**config.mk**
```make
export PLATFORM = sky130hd
export DESIGN_NAME = output_sync_timing_monitor
export DESIGN_NICKNAME = d
export VERILOG_FILES = /design/src/logic/otm_pkg.sv /design/src/logic/output_sync_timing_monitor.sv /design/src/logic/max_tracker.sv /design/src/logic/sat_counter.sv
export VERILOG_INCLUDE_DIRS = /design/src /design/src/logic
export SDC_FILE = /design/constraint.sdc
export NUM_CORES = 1
export LEC_CHECK = 0
export BUFFER_PORTS_ARGS = -buffer_cell sky130_fd_sc_hd__buf_2
export CORE_ASPECT_RATIO = 1.25
export CORE_UTILIZATION = 28
export DETAILED_ROUTE_END_ITERATION = 8
export PLACE_DENSITY_LB_ADDON = 0.25
export SLEW_MARGIN = 10
export SYNTH_ARGS = -nofsm -noshare
export SYNTH_HDL_FRONTEND = slang
export SYNTH_SLANG_ARGS = --single-unit
```
**constraint.sdc**
```tcl
create_clock -name i_core_clk -period 3 [get_ports i_core_clk]
set_input_delay 0.75 -clock i_core_clk [delete_from_list [all_inputs] [get_ports i_core_clk]]
set_output_delay 0.75 -clock i_core_clk [all_outputs]
set_load 0.01 [all_outputs]
```
**src/logic/otm_cfg.svh**
```systemverilog
// Constants of the output synchronisation timing monitor: offsets, fields, resets, timing.
// Assumes a 250 MHz core clock and a 32-bit APB register bus.
//
// Functional notes
// - Mode codes: free, buffer event, pulse one, two
// - Report first-pulse-to-output shift time, distributed mode
// - Supported-modes word resets to 0x0807, bits 0,1
// - Modes bits 3:2 equal 01: distributed mode
// - Modes bits 5:4 equal 10: second-pulse shift
// - Modes bit 14: times measurable by command
// - Minimum cycle time reads 66000 ns default
// - Report minimum gap between both pulses
// - Report minimum second-pulse-to-output delay
// - Command 1 starts measuring, 0 stops it
// - While measuring, timing entries hold largest values
// - New measurement clears previously held maxima first
// - Report second-pulse-to-output delay, distributed mode
// - Count missed buffer events in run state
// - Count overrun or early cycles in run state
// - Count too-short gaps between both pulses
// - Late flag set when outputs driven late
`ifndef OTM_CFG_SVH
`define OTM_CFG_SVH

// ==================================================
// Register byte offsets
`define OTM_OFF_SYNC_MODE 12'h004
`define OTM_OFF_SHIFT_TIME 12'h00c
`define OTM_OFF_MODE_MASK 12'h010
`define OTM_OFF_MIN_CYCLE 12'h014
`define OTM_OFF_GAP_MIN 12'h018
`define OTM_OFF_MIN_DELAY 12'h01c
`define OTM_OFF_COMMAND 12'h020
`define OTM_OFF_MAX_DELAY 12'h024
`define OTM_OFF_MISSED 12'h02c
`define OTM_OFF_OVERRUN 12'h030
`define OTM_OFF_SHORT 12'h034
`define OTM_OFF_IRQ_STATUS 12'h040
`define OTM_OFF_IRQ_MASK 12'h044
`define OTM_OFF_LATE_FLAG 12'h080

// ==================================================
// Mode codes of the current synchronisation mode
`define OTM_MODE_FREE_RUN 16'h0000
`define OTM_MODE_BUFFER_EVENT 16'h0001
`define OTM_MODE_FIRST_PULSE 16'h0002
`define OTM_MODE_SECOND_PULSE 16'h0003

// ==================================================
// Reset values
`define OTM_RST_SYNC_MODE 16'h0001
`define OTM_RST_SHIFT_TIME 32'h00000000
`define OTM_RST_MODE_MASK 16'h0807
`define OTM_RST_MIN_CYCLE 32'h000101d0
`define OTM_RST_GAP_MIN 32'h00000000
`define OTM_RST_MIN_DELAY 32'h00000000
`define OTM_RST_COMMAND 16'h0000
`define OTM_RST_MAX_DELAY 32'h00000000
`define OTM_RST_COUNT 16'h0000

// ==================================================
// Command values
`define OTM_CMD_STOP 16'h0000
`define OTM_CMD_START 16'h0001

// ==================================================
// Supported-modes fields
`define OTM_MASK_FREE_BIT 0
`define OTM_MASK_BUFFER_BIT 1
`define OTM_MASK_DIST_LSB 2
`define OTM_MASK_SHIFT_LSB 4
`define OTM_MASK_DYNAMIC_BIT 14

// ==================================================
// Interrupt status bit positions
`define OTM_IRQ_MISSED_BIT 0
`define OTM_IRQ_OVERRUN_BIT 1
`define OTM_IRQ_SHORT_BIT 2
`define OTM_IRQ_LATE_BIT 3
`define OTM_IRQ_WIDTH 4

// ==================================================
// Timing
`define OTM_CLK_PERIOD_NS 32'h00000004
`define OTM_LATE_TOL_NS 32'h000003e8

`endif

```
**src/logic/otm_pkg.sv**
```systemverilog
// Types shared by the output synchronisation timing monitor.
// Assumes otm_cfg.svh provides the numeric constants.
package otm_pkg;
  typedef logic [31:0] word_t; // One register word
  typedef logic [15:0] half_t; // 16-bit entry
  typedef logic [11:0] addr_t; // APB byte address
  typedef enum logic [1:0] {cyc_idle, cyc_wait_out} cycle_state_t; // Output pending tracker
endpackage

```
**src/logic/output_sync_timing_monitor.sv**
```systemverilog
// Output synchronisation timing monitor: APB register bank, time measurement, error counters.
// Assumes all event inputs except the i_run_state level are one-cycle pulses synchronous to i_core_clk.
`timescale 1ns/100ps
`include "otm_cfg.svh"
module output_sync_timing_monitor #(
  parameter otm_pkg::word_t LATE_TOL_NS = `OTM_LATE_TOL_NS
) (
  input wire logic i_core_clk,
  input wire logic i_rst_n,
  // APB slave
  input wire logic i_psel,
  input wire logic i_penable,
  input wire logic i_pwrite,
  input wire otm_pkg::addr_t i_paddr,
  input wire otm_pkg::word_t i_pwdata,
  output otm_pkg::word_t o_prdata,
  output logic o_pready,
  output logic o_pslverr,
  // Synchronisation events
  input wire logic i_first_sync_pulse,
  input wire logic i_second_sync_pulse,
  input wire logic i_output_buffer_manager,
  input wire logic i_local_timer_tick,
  input wire logic i_outputs_driven,
  input wire logic i_run_state,
  // Interrupt and status
  output logic o_irq,
  output logic o_distributed_time_mode
);
  import otm_pkg::*;

  // ==================================================
  // Declarations
  localparam word_t LATE_TOL_CYC = (LATE_TOL_NS + `OTM_CLK_PERIOD_NS - 32'h1) / `OTM_CLK_PERIOD_NS;
  localparam half_t MODE_MASK = `OTM_RST_MODE_MASK; // Advertised modes

  half_t sync_mode_ff; // Current synchronisation mode
  half_t command_ff; // Measurement command
  logic [`OTM_IRQ_WIDTH-1:0] irq_status_ff; // Sticky events
  logic [`OTM_IRQ_WIDTH-1:0] irq_mask_ff; // Event enables
  logic late_flag_ff; // Outputs late in last cycle
  word_t prdata_ff; // Read data
  logic pslverr_ff; // Error answer
  word_t since_first_ns_ff; // Time since first pulse
  word_t since_second_ns_ff; // Time since second pulse
  word_t since_start_ns_ff; // Time since cycle start
  word_t late_cyc_ff; // Cycles since second pulse
  logic first_seen_ff; // A first pulse has come
  logic second_seen_ff; // Second pulse came in this cycle
  logic start_seen_ff; // A cycle start has come
  logic buf_seen_ff; // Buffer event since last first pulse
  logic on_time_ff; // Outputs driven in tolerance this cycle
  cycle_state_t cyc_state_ff; // Output pending state

  logic dist_mode; // Distributed time mode active
  logic measuring; // Measurement running
  logic cycle_start; // Start of a cycle in current mode
  logic wr_en; // Write taken
  logic rd_en; // Read taken
  logic setup; // Setup phase
  logic meas_clear; // Start of a new measurement
  logic ev_missed; // Missed buffer event
  logic ev_overrun; // Cycle overrun
  logic ev_short; // Too-short pulse gap
  logic ev_late; // Late outputs at cycle close
  logic [`OTM_IRQ_WIDTH-1:0] ev_vec; // All events
  word_t shift_val; // Measured shift time
  word_t cycle_val; // Measured cycle time
  word_t gap_val; // Measured pulse gap
  word_t delay_val; // Measured output delay
  half_t missed_cnt; // Missed event count
  half_t overrun_cnt; // Overrun count
  half_t short_cnt; // Short gap count
  word_t nxt_prdata; // Next read data
  logic nxt_pslverr; // Next error answer

  // ==================================================
  // Helpers
  // Saturating add of one clock period in ns
  function automatic word_t sat_add_ns(input word_t t);
    if (t > (32'hffffffff - `OTM_CLK_PERIOD_NS)) begin
      sat_add_ns = 32'hffffffff;
    end else begin
      sat_add_ns = t + `OTM_CLK_PERIOD_NS;
    end
  endfunction

  // Zero-extend a 16-bit entry to a word
  function automatic word_t ext16(input half_t v);
    ext16 = {16'h0000, v};
  endfunction

  // ==================================================
  // Mode decode
  // Modes two and three are the distributed time modes
  assign dist_mode = (sync_mode_ff == `OTM_MODE_FIRST_PULSE) || (sync_mode_ff == `OTM_MODE_SECOND_PULSE);
  assign o_distributed_time_mode = dist_mode;
  assign measuring = (command_ff == `OTM_CMD_START);

  // Cycle start event picked by the mode
  always_comb begin
    unique case (sync_mode_ff)
      `OTM_MODE_FREE_RUN: cycle_start = i_local_timer_tick;
      `OTM_MODE_BUFFER_EVENT: cycle_start = i_output_buffer_manager;
      `OTM_MODE_FIRST_PULSE: cycle_start = i_first_sync_pulse;
      `OTM_MODE_SECOND_PULSE: cycle_start = i_first_sync_pulse;
      default: cycle_start = 1'b0; // Unknown mode codes run no cycle
    endcase
  end

  // ==================================================
  // APB decode
  assign setup = i_psel && !i_penable;
  assign o_pready = 1'b1; // Zero wait states, data staged at setup
  assign wr_en = i_psel && i_penable && i_pwrite;
  assign rd_en = i_psel && i_penable && !i_pwrite;
  assign meas_clear = wr_en && (i_paddr == `OTM_OFF_COMMAND) && (i_pwdata[15:0] == `OTM_CMD_START) && !measuring;

  // Read mux and address check
  always_comb begin
    nxt_prdata = 32'h00000000;
    nxt_pslverr = 1'b0;
    unique case (i_paddr)
      `OTM_OFF_SYNC_MODE: nxt_prdata = ext16(sync_mode_ff);
      `OTM_OFF_SHIFT_TIME: nxt_prdata = shift_val;
      `OTM_OFF_MODE_MASK: nxt_prdata = ext16(MODE_MASK);
      `OTM_OFF_MIN_CYCLE: nxt_prdata = cycle_val;
      `OTM_OFF_GAP_MIN: nxt_prdata = gap_val;
      `OTM_OFF_MIN_DELAY: nxt_prdata = `OTM_RST_MIN_DELAY;
      `OTM_OFF_COMMAND: nxt_prdata = ext16(command_ff);
      `OTM_OFF_MAX_DELAY: nxt_prdata = delay_val;
      `OTM_OFF_MISSED: nxt_prdata = ext16(missed_cnt);
      `OTM_OFF_OVERRUN: nxt_prdata = ext16(overrun_cnt);
      `OTM_OFF_SHORT: nxt_prdata = ext16(short_cnt);
      `OTM_OFF_IRQ_STATUS: nxt_prdata = {28'h0000000, irq_status_ff};
      `OTM_OFF_IRQ_MASK: nxt_prdata = {28'h0000000, irq_mask_ff};
      `OTM_OFF_LATE_FLAG: nxt_prdata = {31'h00000000, late_flag_ff};
      default: nxt_pslverr = 1'b1; // Unmapped address
    endcase
  end

  // Read data and error staged in the setup cycle
  always_ff @(posedge i_core_clk or negedge i_rst_n) begin
    if (!i_rst_n) begin
      prdata_ff <= 32'h00000000;
      pslverr_ff <= 1'b0;
    end else if (setup) begin
      prdata_ff <= i_pwrite ? 32'h00000000 : nxt_prdata;
      pslverr_ff <= nxt_pslverr;
    end
  end

  assign o_prdata = prdata_ff;
  assign o_pslverr = pslverr_ff && i_psel && i_penable;

  // ==================================================
  // Writable registers
  // Mode register
  always_ff @(posedge i_core_clk or negedge i_rst_n) begin
    if (!i_rst_n) begin
      sync_mode_ff <= `OTM_RST_SYNC_MODE;
    end else if (wr_en && (i_paddr == `OTM_OFF_SYNC_MODE)) begin
      sync_mode_ff <= i_pwdata[15:0];
    end
  end

  // Measurement command
  always_ff @(posedge i_core_clk or negedge i_rst_n) begin
    if (!i_rst_n) begin
      command_ff <= `OTM_RST_COMMAND;
    end else if (wr_en && (i_paddr == `OTM_OFF_COMMAND)) begin
      command_ff <= i_pwdata[15:0];
    end
  end

  // Interrupt mask
  always_ff @(posedge i_core_clk or negedge i_rst_n) begin
    if (!i_rst_n) begin
      irq_mask_ff <= '0;
    end else if (wr_en && (i_paddr == `OTM_OFF_IRQ_MASK)) begin
      irq_mask_ff <= i_pwdata[`OTM_IRQ_WIDTH-1:0];
    end
  end

  // ==================================================
  // Interval timers in ns, late check counter in cycles
  // Time since the first pulse
  always_ff @(posedge i_core_clk or negedge i_rst_n) begin
    if (!i_rst_n) begin
      since_first_ns_ff <= 32'h00000000;
    end else if (i_first_sync_pulse) begin
      since_first_ns_ff <= `OTM_CLK_PERIOD_NS;
    end else begin
      since_first_ns_ff <= sat_add_ns(since_first_ns_ff);
    end
  end

  // Time since the second pulse
  always_ff @(posedge i_core_clk or negedge i_rst_n) begin
    if (!i_rst_n) begin
      since_second_ns_ff <= 32'h00000000;
    end else if (i_second_sync_pulse) begin
      since_second_ns_ff <= `OTM_CLK_PERIOD_NS;
    end else begin
      since_second_ns_ff <= sat_add_ns(since_second_ns_ff);
    end
  end

  // Time since the cycle start
  always_ff @(posedge i_core_clk or negedge i_rst_n) begin
    if (!i_rst_n) begin
      since_start_ns_ff <= 32'h00000000;
    end else if (cycle_start) begin
      since_start_ns_ff <= `OTM_CLK_PERIOD_NS;
    end else begin
      since_start_ns_ff <= sat_add_ns(since_start_ns_ff);
    end
  end

  // Cycles since second pulse for the late check, saturating
  always_ff @(posedge i_core_clk or negedge i_rst_n) begin
    if (!i_rst_n) begin
      late_cyc_ff <= 32'h00000000;
    end else if (i_second_sync_pulse) begin
      late_cyc_ff <= 32'h00000000;
    end else if (late_cyc_ff != 32'hffffffff) begin
      late_cyc_ff <= late_cyc_ff + 32'h1;
    end
  end

  // ==================================================
  // Sequence tracking
  // Seen flags for first pulse, cycle start and buffer events
  always_ff @(posedge i_core_clk or negedge i_rst_n) begin
    if (!i_rst_n) begin
      first_seen_ff <= 1'b0;
      start_seen_ff <= 1'b0;
      buf_seen_ff <= 1'b0;
    end else begin
      first_seen_ff <= first_seen_ff || i_first_sync_pulse;
      start_seen_ff <= start_seen_ff || cycle_start;
      if (i_first_sync_pulse) begin
        buf_seen_ff <= i_output_buffer_manager; // Event in the same cycle counts for the next
      end else if (i_output_buffer_manager) begin
        buf_seen_ff <= 1'b1;
      end
    end
  end

  // Second pulse and on-time tracking within a cycle
  always_ff @(posedge i_core_clk or negedge i_rst_n) begin
    if (!i_rst_n) begin
      second_seen_ff <= 1'b0;
      on_time_ff <= 1'b0;
    end else if (i_first_sync_pulse) begin
      second_seen_ff <= 1'b0;
      on_time_ff <= 1'b0;
    end else begin
      if (i_second_sync_pulse) begin
        second_seen_ff <= 1'b1;
      end
      if (i_outputs_driven && second_seen_ff && (late_cyc_ff < LATE_TOL_CYC)) begin
        on_time_ff <= 1'b1;
      end
    end
  end

  // Output pending state: a start opens a cycle, driven outputs close it
  always_ff @(posedge i_core_clk or negedge i_rst_n) begin
    if (!i_rst_n) begin
      cyc_state_ff <= cyc_idle;
    end else begin
      unique case (cyc_state_ff)
        cyc_idle: begin
          if (cycle_start) begin
            cyc_state_ff <= cyc_wait_out;
          end
        end
        cyc_wait_out: begin
          if (i_outputs_driven && !cycle_start) begin
            cyc_state_ff <= cyc_idle;
          end
        end
      endcase
    end
  end

  // ==================================================
  // Error events
  assign ev_missed = dist_mode && i_run_state && i_first_sync_pulse && first_seen_ff && !buf_seen_ff;
  assign ev_overrun = i_run_state && cycle_start && (cyc_state_ff == cyc_wait_out);
  assign ev_short = dist_mode && i_second_sync_pulse && first_seen_ff && (since_first_ns_ff < gap_val);
  assign ev_late = dist_mode && i_first_sync_pulse && first_seen_ff && !on_time_ff;
  assign ev_vec = {ev_late, ev_short, ev_overrun, ev_missed};

  // Late flag updated at each cycle close in distributed mode
  always_ff @(posedge i_core_clk or negedge i_rst_n) begin
    if (!i_rst_n) begin
      late_flag_ff <= 1'b0;
    end else if (dist_mode && i_first_sync_pulse && first_seen_ff) begin
      late_flag_ff <= !on_time_ff;
    end
  end

  // Sticky status; a read clears only the bits it returned, new events win
  always_ff @(posedge i_core_clk or negedge i_rst_n) begin
    if (!i_rst_n) begin
      irq_status_ff <= '0;
    end else if (rd_en && (i_paddr == `OTM_OFF_IRQ_STATUS)) begin
      irq_status_ff <= (irq_status_ff & ~prdata_ff[`OTM_IRQ_WIDTH-1:0]) | ev_vec;
    end else begin
      irq_status_ff <= irq_status_ff | ev_vec;
    end
  end

  assign o_irq = |(irq_status_ff & irq_mask_ff);

  // ==================================================
  // Error counters
  sat_counter #(.W(16)) u_missed_cnt (
    .i_core_clk(i_core_clk),
    .i_rst_n(i_rst_n),
    .i_inc(ev_missed),
    .o_count(missed_cnt)
  );

  sat_counter #(.W(16)) u_overrun_cnt (
    .i_core_clk(i_core_clk),
    .i_rst_n(i_rst_n),
    .i_inc(ev_overrun),
    .o_count(overrun_cnt)
  );

  sat_counter #(.W(16)) u_short_cnt (
    .i_core_clk(i_core_clk),
    .i_rst_n(i_rst_n),
    .i_inc(ev_short),
    .o_count(short_cnt)
  );

  // ==================================================
  // Measured maxima
  // Shift: first pulse to outputs driven, distributed mode
  max_tracker #(.W(32), .RESET_VAL(`OTM_RST_SHIFT_TIME)) u_shift (
    .i_core_clk(i_core_clk),
    .i_rst_n(i_rst_n),
    .i_clear(meas_clear),
    .i_sample_valid(measuring && dist_mode && i_outputs_driven && first_seen_ff),
    .i_sample(since_first_ns_ff),
    .o_value(shift_val)
  );

  // Cycle: start to start
  max_tracker #(.W(32), .RESET_VAL(`OTM_RST_MIN_CYCLE)) u_cycle (
    .i_core_clk(i_core_clk),
    .i_rst_n(i_rst_n),
    .i_clear(meas_clear),
    .i_sample_valid(measuring && cycle_start && start_seen_ff),
    .i_sample(since_start_ns_ff),
    .o_value(cycle_val)
  );

  // Gap: first pulse to second pulse, distributed mode
  max_tracker #(.W(32), .RESET_VAL(`OTM_RST_GAP_MIN)) u_gap (
    .i_core_clk(i_core_clk),
    .i_rst_n(i_rst_n),
    .i_clear(meas_clear),
    .i_sample_valid(measuring && dist_mode && i_second_sync_pulse && first_seen_ff),
    .i_sample(since_first_ns_ff),
    .o_value(gap_val)
  );

  // Delay: second pulse to outputs driven, distributed mode
  max_tracker #(.W(32), .RESET_VAL(`OTM_RST_MAX_DELAY)) u_delay (
    .i_core_clk(i_core_clk),
    .i_rst_n(i_rst_n),
    .i_clear(meas_clear),
    .i_sample_valid(measuring && dist_mode && i_outputs_driven && second_seen_ff),
    .i_sample(since_second_ns_ff),
    .o_value(delay_val)
  );
endmodule

```
**src/logic/max_tracker.sv**
```systemverilog
// Holder of a measured maximum time with a reset default and a clear.
// Assumes samples arrive as single-cycle strobes in the core clock domain.
`timescale 1ns/100ps
module max_tracker #(
  parameter int W = 32,
  parameter logic [W-1:0] RESET_VAL = '0
) (
  input wire logic i_core_clk,
  input wire logic i_rst_n,
  input wire logic i_clear,
  input wire logic i_sample_valid,
  input wire logic [W-1:0] i_sample,
  output logic [W-1:0] o_value
);
  logic [W-1:0] value_ff; // Held maximum

  // ==================================================
  // Maximum holder
  // Clear to zero at a new start, otherwise keep the largest sample
  always_ff @(posedge i_core_clk or negedge i_rst_n) begin
    if (!i_rst_n) begin
      value_ff <= RESET_VAL;
    end else if (i_clear) begin
      value_ff <= '0;
    end else if (i_sample_valid && (i_sample > value_ff)) begin
      value_ff <= i_sample;
    end
  end

  assign o_value = value_ff;
endmodule

```
**src/logic/sat_counter.sv**
```systemverilog
// Saturating event counter cleared only by reset.
// Assumes increments are single-cycle strobes in the core clock domain.
`timescale 1ns/100ps
module sat_counter #(
  parameter int W = 16
) (
  input wire logic i_core_clk,
  input wire logic i_rst_n,
  input wire logic i_inc,
  output logic [W-1:0] o_count
);
  logic [W-1:0] count_ff; // Event count

  // ==================================================
  // Counter
  // Stops at all ones instead of wrapping
  always_ff @(posedge i_core_clk or negedge i_rst_n) begin
    if (!i_rst_n) begin
      count_ff <= '0;
    end else if (i_inc && (count_ff != {W{1'b1}})) begin
      count_ff <= count_ff + 1'b1;
    end
  end

  assign o_count = count_ff;
endmodule

```
==> results of run 1 <==
[sequential cells by signal, indices dropped and copies added (netlist names), 16 cells and up]
register,flops
since_second_ns_ff,31
command_ff,16
since_start_ns_ff,31
late_cyc_ff,32
u_overrun_cnt.o_count,16
sync_mode_ff,16
o_prdata,32
u_short_cnt.o_count,16
u_gap.o_value,31
u_missed_cnt.o_count,16
u_cycle.o_value,31
since_first_ns_ff,31
u_shift.o_value,31
u_delay.o_value,31
[where the power goes]
part	internal, W	switching [W]	total, W
Clock	0.00317	0.00219	0.00536
Combinational	0.000218	0.000418	0.000636
Sequential	0.00514	0.0000941	0.00523
Total	0.00853	0.00270	0.0112
[critical path: stages, from the launching register on]
cell and delay [ns]:
dfrtp_1 0.48, nor4_2 0.34, and4_1 0.37, and2_1 0.18, buf_2 0.15
[Yosys cell counts, drive strengths merged (12+ instances only)]
library cell | number | area (µm²)
and4 | 22 | 193
o21ai | 80 | 400
a22oi | 19 | 143
clkbuf | 71 | 269
inv | 201 | 754
xor2 | 43 | 377
and3 | 27 | 169
mux2 | 45 | 507
nor4 | 44 | 330
nand4 | 62 | 394
xnor2 | 95 | 832
buf | 31 | 169
nand3 | 107 | 536
a21oi | 151 | 756
a222oi | 26 | 260
nand2 | 301 | 1130
a21o | 12 | 90.1
dfrtp | 371 | 9280
mux2i | 135 | 1350
ha | 134 | 1680
a211oi | 17 | 128
and2 | 13 | 81.3
nor3 | 55 | 285
nor2 | 97 | 369
[metrics by stage]
step	power [W]	cell area (µm²)	hold slack [ns]
floorplan	0.00558	21800	0.435
global placement	0.00595	24300	0.455
detailed placement	0.00597	24300	0.461
CTS	0.0114	25700	0.0790
global route	0.0116	25700	0.109
finish	0.0112	25700	0.0899
[metal layers]
metal,up-vias,wire [µm],global-route usage
met1,8927,30700,0.231
met5,-,27,0
met2,353,33800,0.300
met4,4,1890,0.0535
li1,8460,-,-
met3,82,2510,0.0195
[repair_timing]
action | in CTS | in global routing
gates resized for setup | 0 | 4
hold endpoints to repair | 0 | 0
setup buffers | 0 | 0
hold buffers | 0 | 0
setup endpoints to repair | 0 | 72
[worst max path at each step]
stage / slack, ns / from / cells after the start / end
3_3_place_gp: 0.08 / i_paddr[5] / 7 / o_prdata[14]
5_1_grt: 0.005 / since_first_ns_ff[23] / 8 / u_shift.o_value[24]
6_report: 0.14 / sync_mode_ff[2] / 4 / o_distributed_time_mode
4_1_cts: 0.01 / since_first_ns_ff[23] / 8 / u_shift.o_value[24]
3_5_place_dp: 0.03 / i_paddr[5] / 7 / o_prdata[14]
2_1_floorplan: 0.48 / i_paddr[3] / 11 / o_prdata[7]
[area by class of cell]
cell class / count / area [µm²] / area share
Timing Repair Buffer: 207 / 1570 / 0.0609
Tap cell: 1044 / 1310 / 0.0507
Clock buffer: 62 / 1230 / 0.0476
Multi-Input combinational cell: 1627 / 11300 / 0.438
Clock inverter: 10 / 179 / 0.00695
Sequential cell: 377 / 9440 / 0.367
Inverter: 201 / 754 / 0.0293
[kinds of logic after synthesis]
family	synth area share
flops	0.433
fa+ha+maj	0.0770
other cells	0.000172
buf+inv	0.0547
xor+xnor	0.0555
mux	0.0863
simple gates	0.183
compound gates	0.109
==> out/results.ini, run 1 <==
[finish]
syn2layout_area_growth_pct=18.2
n_antenna_cell=0
fin_util=0.334
final_common_cell=dfrtp_1
fin_cells=3528
layout_common_cells=371 x dfrtp_1, 301 x nand2_1, 201 x inv_1
fillCellCount=7929
final_nets=2644
drive_above_1_share=0.144

[global_routing]
grt_pass1_wl_um=108000
antenna_found_initial=2
track_usage=0.175
overflow=0
grt_pass1_vias=17900
grt_max_degree=156

[logic_synthesis]
ys_warn_count=0
synth-edff-count=0
yosysSeqAreaShare=0.433
synth_ff_type=dfrtp_1
synth_fp_nets=2496
syn_avg_cell_area_um2=9.44
syn_area_um2=21800
synth_cell_types=73
async_flop_share=1.00
ys_ff_latch=377
synth_cells=2307

[timing]
min_period_ns=2.86
grt_setup_unrepaired=no
worst_slew_pin_slew_ns=0.774
fin_crit_sh=0.952
fin_ws_ns=0.143
fmaxAchievable_ghz=0.350
clock_skew_ns=0.0234
fin_tns_setup_ns=0
drv_slew=0
hold_viol=0
slew_headroom=0.484
finalSetupViolations=0

[floorplanning]
start_util=0.282
num_rows=114
die_w_um=251
design.core.area_um2=77200
die_y_um=314
ios=91
dieArea_um2=78900

[placed_design]
place_inst=3456
dp_slack_ns=0.0281
dp_hpwl_um=52600
gp_congestion=0.884
io_buffers=73

[route]
wl_per_cell_um=19.5
drt_iter0_drc=1405
wl_um=68900
vias=17800
drt_pass1_iterations=5
viasPerCell=5.05
drc=0
ant_nets=0

[setup_path]
end_kind=output port
r2r-start=since_first_ns_ff[30]
worst_ep_required_time_ns=2.25
crit_fanout=4
reg2regPathDepth=10
start_kind=register
critPathKind=reg2out
timing.reg2reg.setup_slack_ns=0.15
cp.arrival_ns=2.11
reg2reg_to=u_gap.o_value[3]

[clock_network]
cts_inserted_buffers=41
clockBufferDepth=3
clkTransAtPathRegs_ns=0.06
clk-insertion-delay-late_ns=0.59
cts.sinks=377
htreeDepth=2
cts_tree=done
clock-root-buffer=clkbuf_16

[run_status]
outcome=complete, no violations

[min_path]
min-delay-path-class=in2async

[power]
ir_drop_mv=0.317
p_leak_nw=11.7
powerDensity_nw_per_um2=436

[flow_run]
drv_cap=0

(Power assumes the default switching activity.)
==> run 2: changes to the inputs <==
--- a/config.mk
+++ b/config.mk
@@ -11,6 +11,7 @@
 export CORE_UTILIZATION = 28
 export DETAILED_ROUTE_END_ITERATION = 8
 export PLACE_DENSITY_LB_ADDON = 0.25
+export RECOVER_POWER = 50
 export SLEW_MARGIN = 10
 export SYNTH_ARGS = -nofsm -noshare
 export SYNTH_HDL_FRONTEND = slang
==> out/results.ini, run 2 (same netlist as run 1, synthesis figures left out) <==
[timing]
slew_headroom=-0.0424  ; -0.526
grt_setup_unrepaired=no
fmaxAchievable_ghz=0.350  ; about the same
worst_slew_pin_slew_ns=1.56  ; +0.789 ns
clock_skew_ns=0.0236  ; +0.000148 ns
fin_tns_setup_ns=0  ; unchanged
drv_slew=51  ; +51
hold_viol=0  ; unchanged
min_period_ns=2.86  ; -0.000122 ns
finalSetupViolations=0  ; unchanged
fin_crit_sh=0.952  ; about the same

[setup_path]
crit_fanout=4  ; unchanged
end_kind=output port
worst_ep_required_time_ns=2.25  ; about the same
slowest_stage=dfrtp_1
start_kind=register
r2r-start=since_first_ns_ff[30]
reg2reg_to=u_gap.o_value[3]
cpPeakStageDelay_ns=0.48  ; about the same
timing.reg2reg.setup_slack_ns=0.16  ; about the same
path_cells=nor4_2, and4_1, and2_1, buf_2
reg2regPathDepth=10  ; unchanged
critPathKind=reg2out
cp.arrival_ns=2.11  ; about the same

[route]
drc=0  ; unchanged
wl_um=69000  ; +0.17%
drt_iter0_drc=1345  ; -4.3%
top_layer=met5
wl_met1_um=30700  ; about the same
drt_pass1_iterations=9  ; +4
viasPerCell=5.05  ; -0.11%
wl_per_cell_um=19.6  ; +0.17%
vias=17800  ; -0.11%
wl_met3_um=2420  ; -3.5%
dr_wl_met2_um=34000  ; +0.70%
ant_nets=0  ; unchanged

[min_path]
hold_depth=2
min-delay-path-class=in2reg
holdPathEnd=cyc_state_ff[0]
min-delay-start=i_outputs_driven

[finish]
fin_cells=3528  ; unchanged
syn2layout_area_growth_pct=17.8
fin_util=0.332  ; -0.00125
final_nets=2644  ; unchanged
layout_common_cells=371 x dfrtp_1, 301 x nand2_1, 201 x inv_1
fillCellCount=7942  ; +0.16%
drive_above_1_share=0.138  ; -0.00604
final_common_cell=dfrtp_1
n_antenna_cell=0  ; unchanged
fin_area_um2=25600  ; -0.37%

[clock_network]
clock-root-buffer=clkbuf_16
cts_inserted_buffers=41  ; unchanged
htreeDepth=2  ; unchanged
cts_tree=done
cts_setup_buffers=0  ; unchanged
clockBufferDepth=3  ; unchanged
cts.sinks=377  ; unchanged
clk-insertion-delay-late_ns=0.59  ; about the same
clkTransAtPathRegs_ns=0.06  ; about the same

[floorplanning]
die_y_um=314  ; unchanged
design.core.area_um2=77200  ; unchanged
die_w_um=251  ; unchanged
start_util=0.282  ; unchanged
dieArea_um2=78900  ; unchanged
ios=91  ; unchanged
num_rows=114  ; unchanged

[global_routing]
grt_pass1_wl_um=108000  ; unchanged
grt_pass1_vias=17900  ; unchanged
grt_max_degree=156  ; unchanged
antenna_found_initial=2  ; unchanged
track_usage=0.175  ; unchanged
overflow=0  ; unchanged

[flow_run]
drv_cap=1  ; +1

[placed_design]
gp_congestion=0.884  ; unchanged
place_inst=3456  ; unchanged
io_buffers=73  ; unchanged
placed_area_um2=24300  ; unchanged
dp_hpwl_um=52600  ; unchanged

[power]
ir_drop_mv=0.316  ; -0.24%
p_leak_nw=11.6  ; -0.74%
powerDensity_nw_per_um2=437  ; +0.18%

[run_status]
outcome=complete, but fails checks
violations=max-capacitance violations, max-slew violations

[run 2: cell count changes in the layout (fill, tap and decap cells not counted), moves of 2 or more]
cell / previous run / this run
buf_12: 15 / 11
buf_2: 72 / 61
buf_4: 119 / 114
clkbuf_1: 10 / 25
clkbuf_2: 0 / 4
clkbuf_4: 0 / 2
[run 2: worst max-delay path by stage]
stage,cells after the start,start,endpoint,slack [ns]
3_3_place_gp,7,i_paddr[5],o_prdata[14],0.08
5_1_grt,8,since_first_ns_ff[23],u_shift.o_value[24],0.005
6_report,4,sync_mode_ff[2],o_distributed_time_mode,0.14
2_1_floorplan,11,i_paddr[3],o_prdata[7],0.48
3_5_place_dp,7,i_paddr[5],o_prdata[14],0.03
4_1_cts,8,since_first_ns_ff[23],u_shift.o_value[24],0.01
[run 2: stage by stage]
stage	total power, W	setup slack, ns	hold WS, ns
final	0.0112	0.143	0.399
after CTS	0.0114	0.00989	0.0790
after global routing	0.0116	0.00534	0.415
after global placement	0.00595	0.0776	0.455
after detailed placement	0.00597	0.0281	0.461
after floorplan	0.00558	0.480	0.435
[run 2: final cells by class]
| type | count | area [µm²] | share of cell area |
|---|---|---|---|
| clock buffer | 62 | 1230 | 0.0478 |
| clock inverter | 10 | 179 | 0.00698 |
| inverter | 201 | 754 | 0.0294 |
| tap | 1044 | 1310 | 0.0509 |
| timing repair buffer | 207 | 1470 | 0.0574 |
| sequential | 377 | 9440 | 0.368 |
| multi-input combinational | 1627 | 11300 | 0.439 |
[run 2: routing by layer]
layer | vias to the layer above | GRT usage
met5 | - | 0
met4 | 4 | 0.0535
met3 | 80 | 0.0195
met2 | 341 | 0.300
met1 | 8920 | 0.231
li1 | 8461 | -
[run 2: critical path, delay by kind of cell, from the launching register on]
kind	cells	cell delay [ns]
simple gates	3	0.89
flops	1	0.48
buf+inv	1	0.15
[run 2: report_power, final]
group | total [W] | internal (W) | switching, W
sequential | 0.00523 | 0.00514 | 0.0000942
clock | 0.00535 | 0.00317 | 0.00218
combinational | 0.000620 | 0.000206 | 0.000414
[run 2: timing repair]
action                                  in CTS  in global routing
hold buffers                                 0                  0
endpoints found under the setup margin       0                 72
gates resized for setup                      0                  4
==> run 3: changes to the inputs <==
==> constraint.sdc (replaced) <==
create_clock -name i_core_clk -period 3.4 [get_ports i_core_clk]
set_input_delay 0.85 -clock i_core_clk [delete_from_list [all_inputs] [get_ports i_core_clk]]
set_output_delay 0.85 -clock i_core_clk [all_outputs]
set_load 0.01 [all_outputs]
==> out/results.ini, run 3 (same netlist as run 1, synthesis figures left out) <==
[setup_path]
cpPeakStageDelay_ns=0.48  ; about the same
worst_ep_required_time_ns=3.88  ; +1.63 ns
reg2regPathDepth=8  ; -2
path_cells=ha_1, nand4_1, nor3_1, nor3b_1, nand3_1, a32oi_4, buf_12, mux2i_1
crit_buf_inv=1  ; unchanged
cp.arrival_ns=3.48  ; +1.37 ns
slowest_stage=dfrtp_1
critPathKind=reg2reg
crit_cells=8  ; +4
critPathTopFamily=simple AND/OR/NAND/NOR gates
start_kind=register
crit_fanout=31  ; +27
end_kind=register

[finish]
fin_cells=3459  ; -2.0%
final_common_cell=dfrtp_1
final_nets=2574  ; -2.6%
layout_common_cells=371 x dfrtp_1, 301 x nand2_1, 201 x inv_1
drive_above_1_share=0.111  ; -0.0267
syn2layout_area_growth_pct=15.0

[power]
p_leak_nw=11.2  ; -3.2%
powerDensity_nw_per_um2=396  ; -9.3%
ir_drop_mv=0.280  ; -11%

[floorplanning]
die_y_um=314  ; unchanged
die_w_um=251  ; unchanged
ios=91  ; unchanged
dieArea_um2=78900  ; unchanged
design.core.area_um2=77200  ; unchanged
start_util=0.282  ; unchanged
num_rows=114  ; unchanged

[timing]
drv_slew=61  ; +20%
slew_headroom=-0.199  ; -0.157
grt_setup_unrepaired=no
min_period_ns=3.01
fmaxAchievable_ghz=0.333
hold_viol=0  ; unchanged
clock_skew_ns=0.0327  ; +0.00915 ns
fin_crit_sh=0.884
worst_slew_pin_slew_ns=1.80  ; +0.236 ns
fin_tns_setup_ns=0  ; unchanged
finalSetupViolations=0  ; unchanged

[min_path]
min-delay-path-class=reg2reg
hold_depth=1  ; -1

[global_routing]
track_usage=0.176  ; +0.000962
grt_pass1_vias=18000  ; +0.57%
grt_pass1_wl_um=108000  ; +0.80%
overflow=0  ; unchanged
antenna_found_initial=7  ; +5
grt_max_degree=156  ; unchanged

[run_status]
violations=max-capacitance violations, max-slew violations
outcome=complete, but fails checks

[flow_run]
drv_cap=1  ; unchanged

[clock_network]
clockBufferDepth=3  ; unchanged
ctsHoldBuffers=0  ; unchanged
cts_tree=done
cts_setup_buffers=0  ; unchanged
cts_inserted_buffers=40  ; -2.4%
clk-insertion-delay-late_ns=0.59  ; about the same
cts.sinks=377  ; unchanged
htreeDepth=2  ; unchanged
cts_resized=0  ; unchanged
clock-root-buffer=clkbuf_16
clkTransAtPathRegs_ns=0.06  ; about the same

[route]
wl_um=68600  ; -0.60%
drc=0  ; unchanged
viasPerCell=5.10  ; +1.1%
drt_iter0_drc=1435  ; +6.7%
drt_pass1_iterations=6  ; -3
ant_nets=0  ; unchanged
vias=17600  ; -0.92%
wl_per_cell_um=19.8  ; +1.4%

[placed_design]
place_inst=3387  ; -2.0%
dp_hpwl_um=52000  ; -1.2%
gp_congestion=0.922  ; +4.3%
io_buffers=73  ; unchanged

==> run 3: cell count changes in the layout (fill, tap and decap cells not counted), sizes merged <==
cell      previous run  this run
clkinvlp             1         0
buf                186       119
inv                201       203
clkbuf              83        79
bufinv               4         6
diode                0         1
clkinv               5         3
==> run 3: through the flow <==
step | power, W | hold WS (ns) | area, µm² | worst slack (ns) | utilization
5_1_grt | 0.0103 | 0.476 | 25000 | 0.116 | 0.325
4_1_cts | 0.0101 | 0.227 | 25100 | 0.334 | 0.325
3_5_place_dp | 0.00523 | 0.458 | 23700 | -0.150 | 0.307
6_report | 0.00992 | 0.477 | 25000 | 0.394 | 0.325
3_3_place_gp | 0.00521 | 0.451 | 23700 | -0.0862 | 0.307
2_1_floorplan | 0.00493 | 0.435 | 21800 | 0.780 | -
==> run 3: layer usage <==
layer	track usage	vias to the layer above	routed length (µm)
met1	0.228	8782	29900
met3	0.0276	123	3200
met2	0.295	407	32900
li1	-	8319	-
met4	0.0668	12	2530
met5	0	-	81
==> run 3: layout make-up <==
| type | count | area [µm²] |
|---|---|---|
| fill | 7940 | 52100 |
| multi-input combinational | 1627 | 11200 |
| sequential | 377 | 9440 |
| tap | 1044 | 1310 |
| clock buffer | 60 | 1200 |
| timing repair buffer | 138 | 893 |
| inverter | 201 | 754 |
| clock inverter | 11 | 213 |
| antenna | 1 | 2.50 |
==> run 3: final timing paths <==
path | to | startpoint | slack, ns
setup reg to reg | u_shift.o_value[4] | since_first_ns_ff[30] | 0.39
hold reg to reg | start_seen_ff | start_seen_ff | 0.48
min in group asynchronous | u_cycle.o_value[21] | i_rst_n | 0.74
max in group asynchronous | u_shift.o_value[2] | i_rst_n | 0.61
setup / recovery | u_shift.o_value[4] | since_first_ns_ff[30] | 0.39
hold / removal | start_seen_ff | start_seen_ff | 0.48
==> run 3: report_power, final <==
part           switching [W]  internal, W  leakage, nW
registers          0.0000897      0.00454         5.19
clock network        0.00191      0.00289        0.693
logic               0.000343     0.000159         5.36
total                0.00234      0.00758         11.2
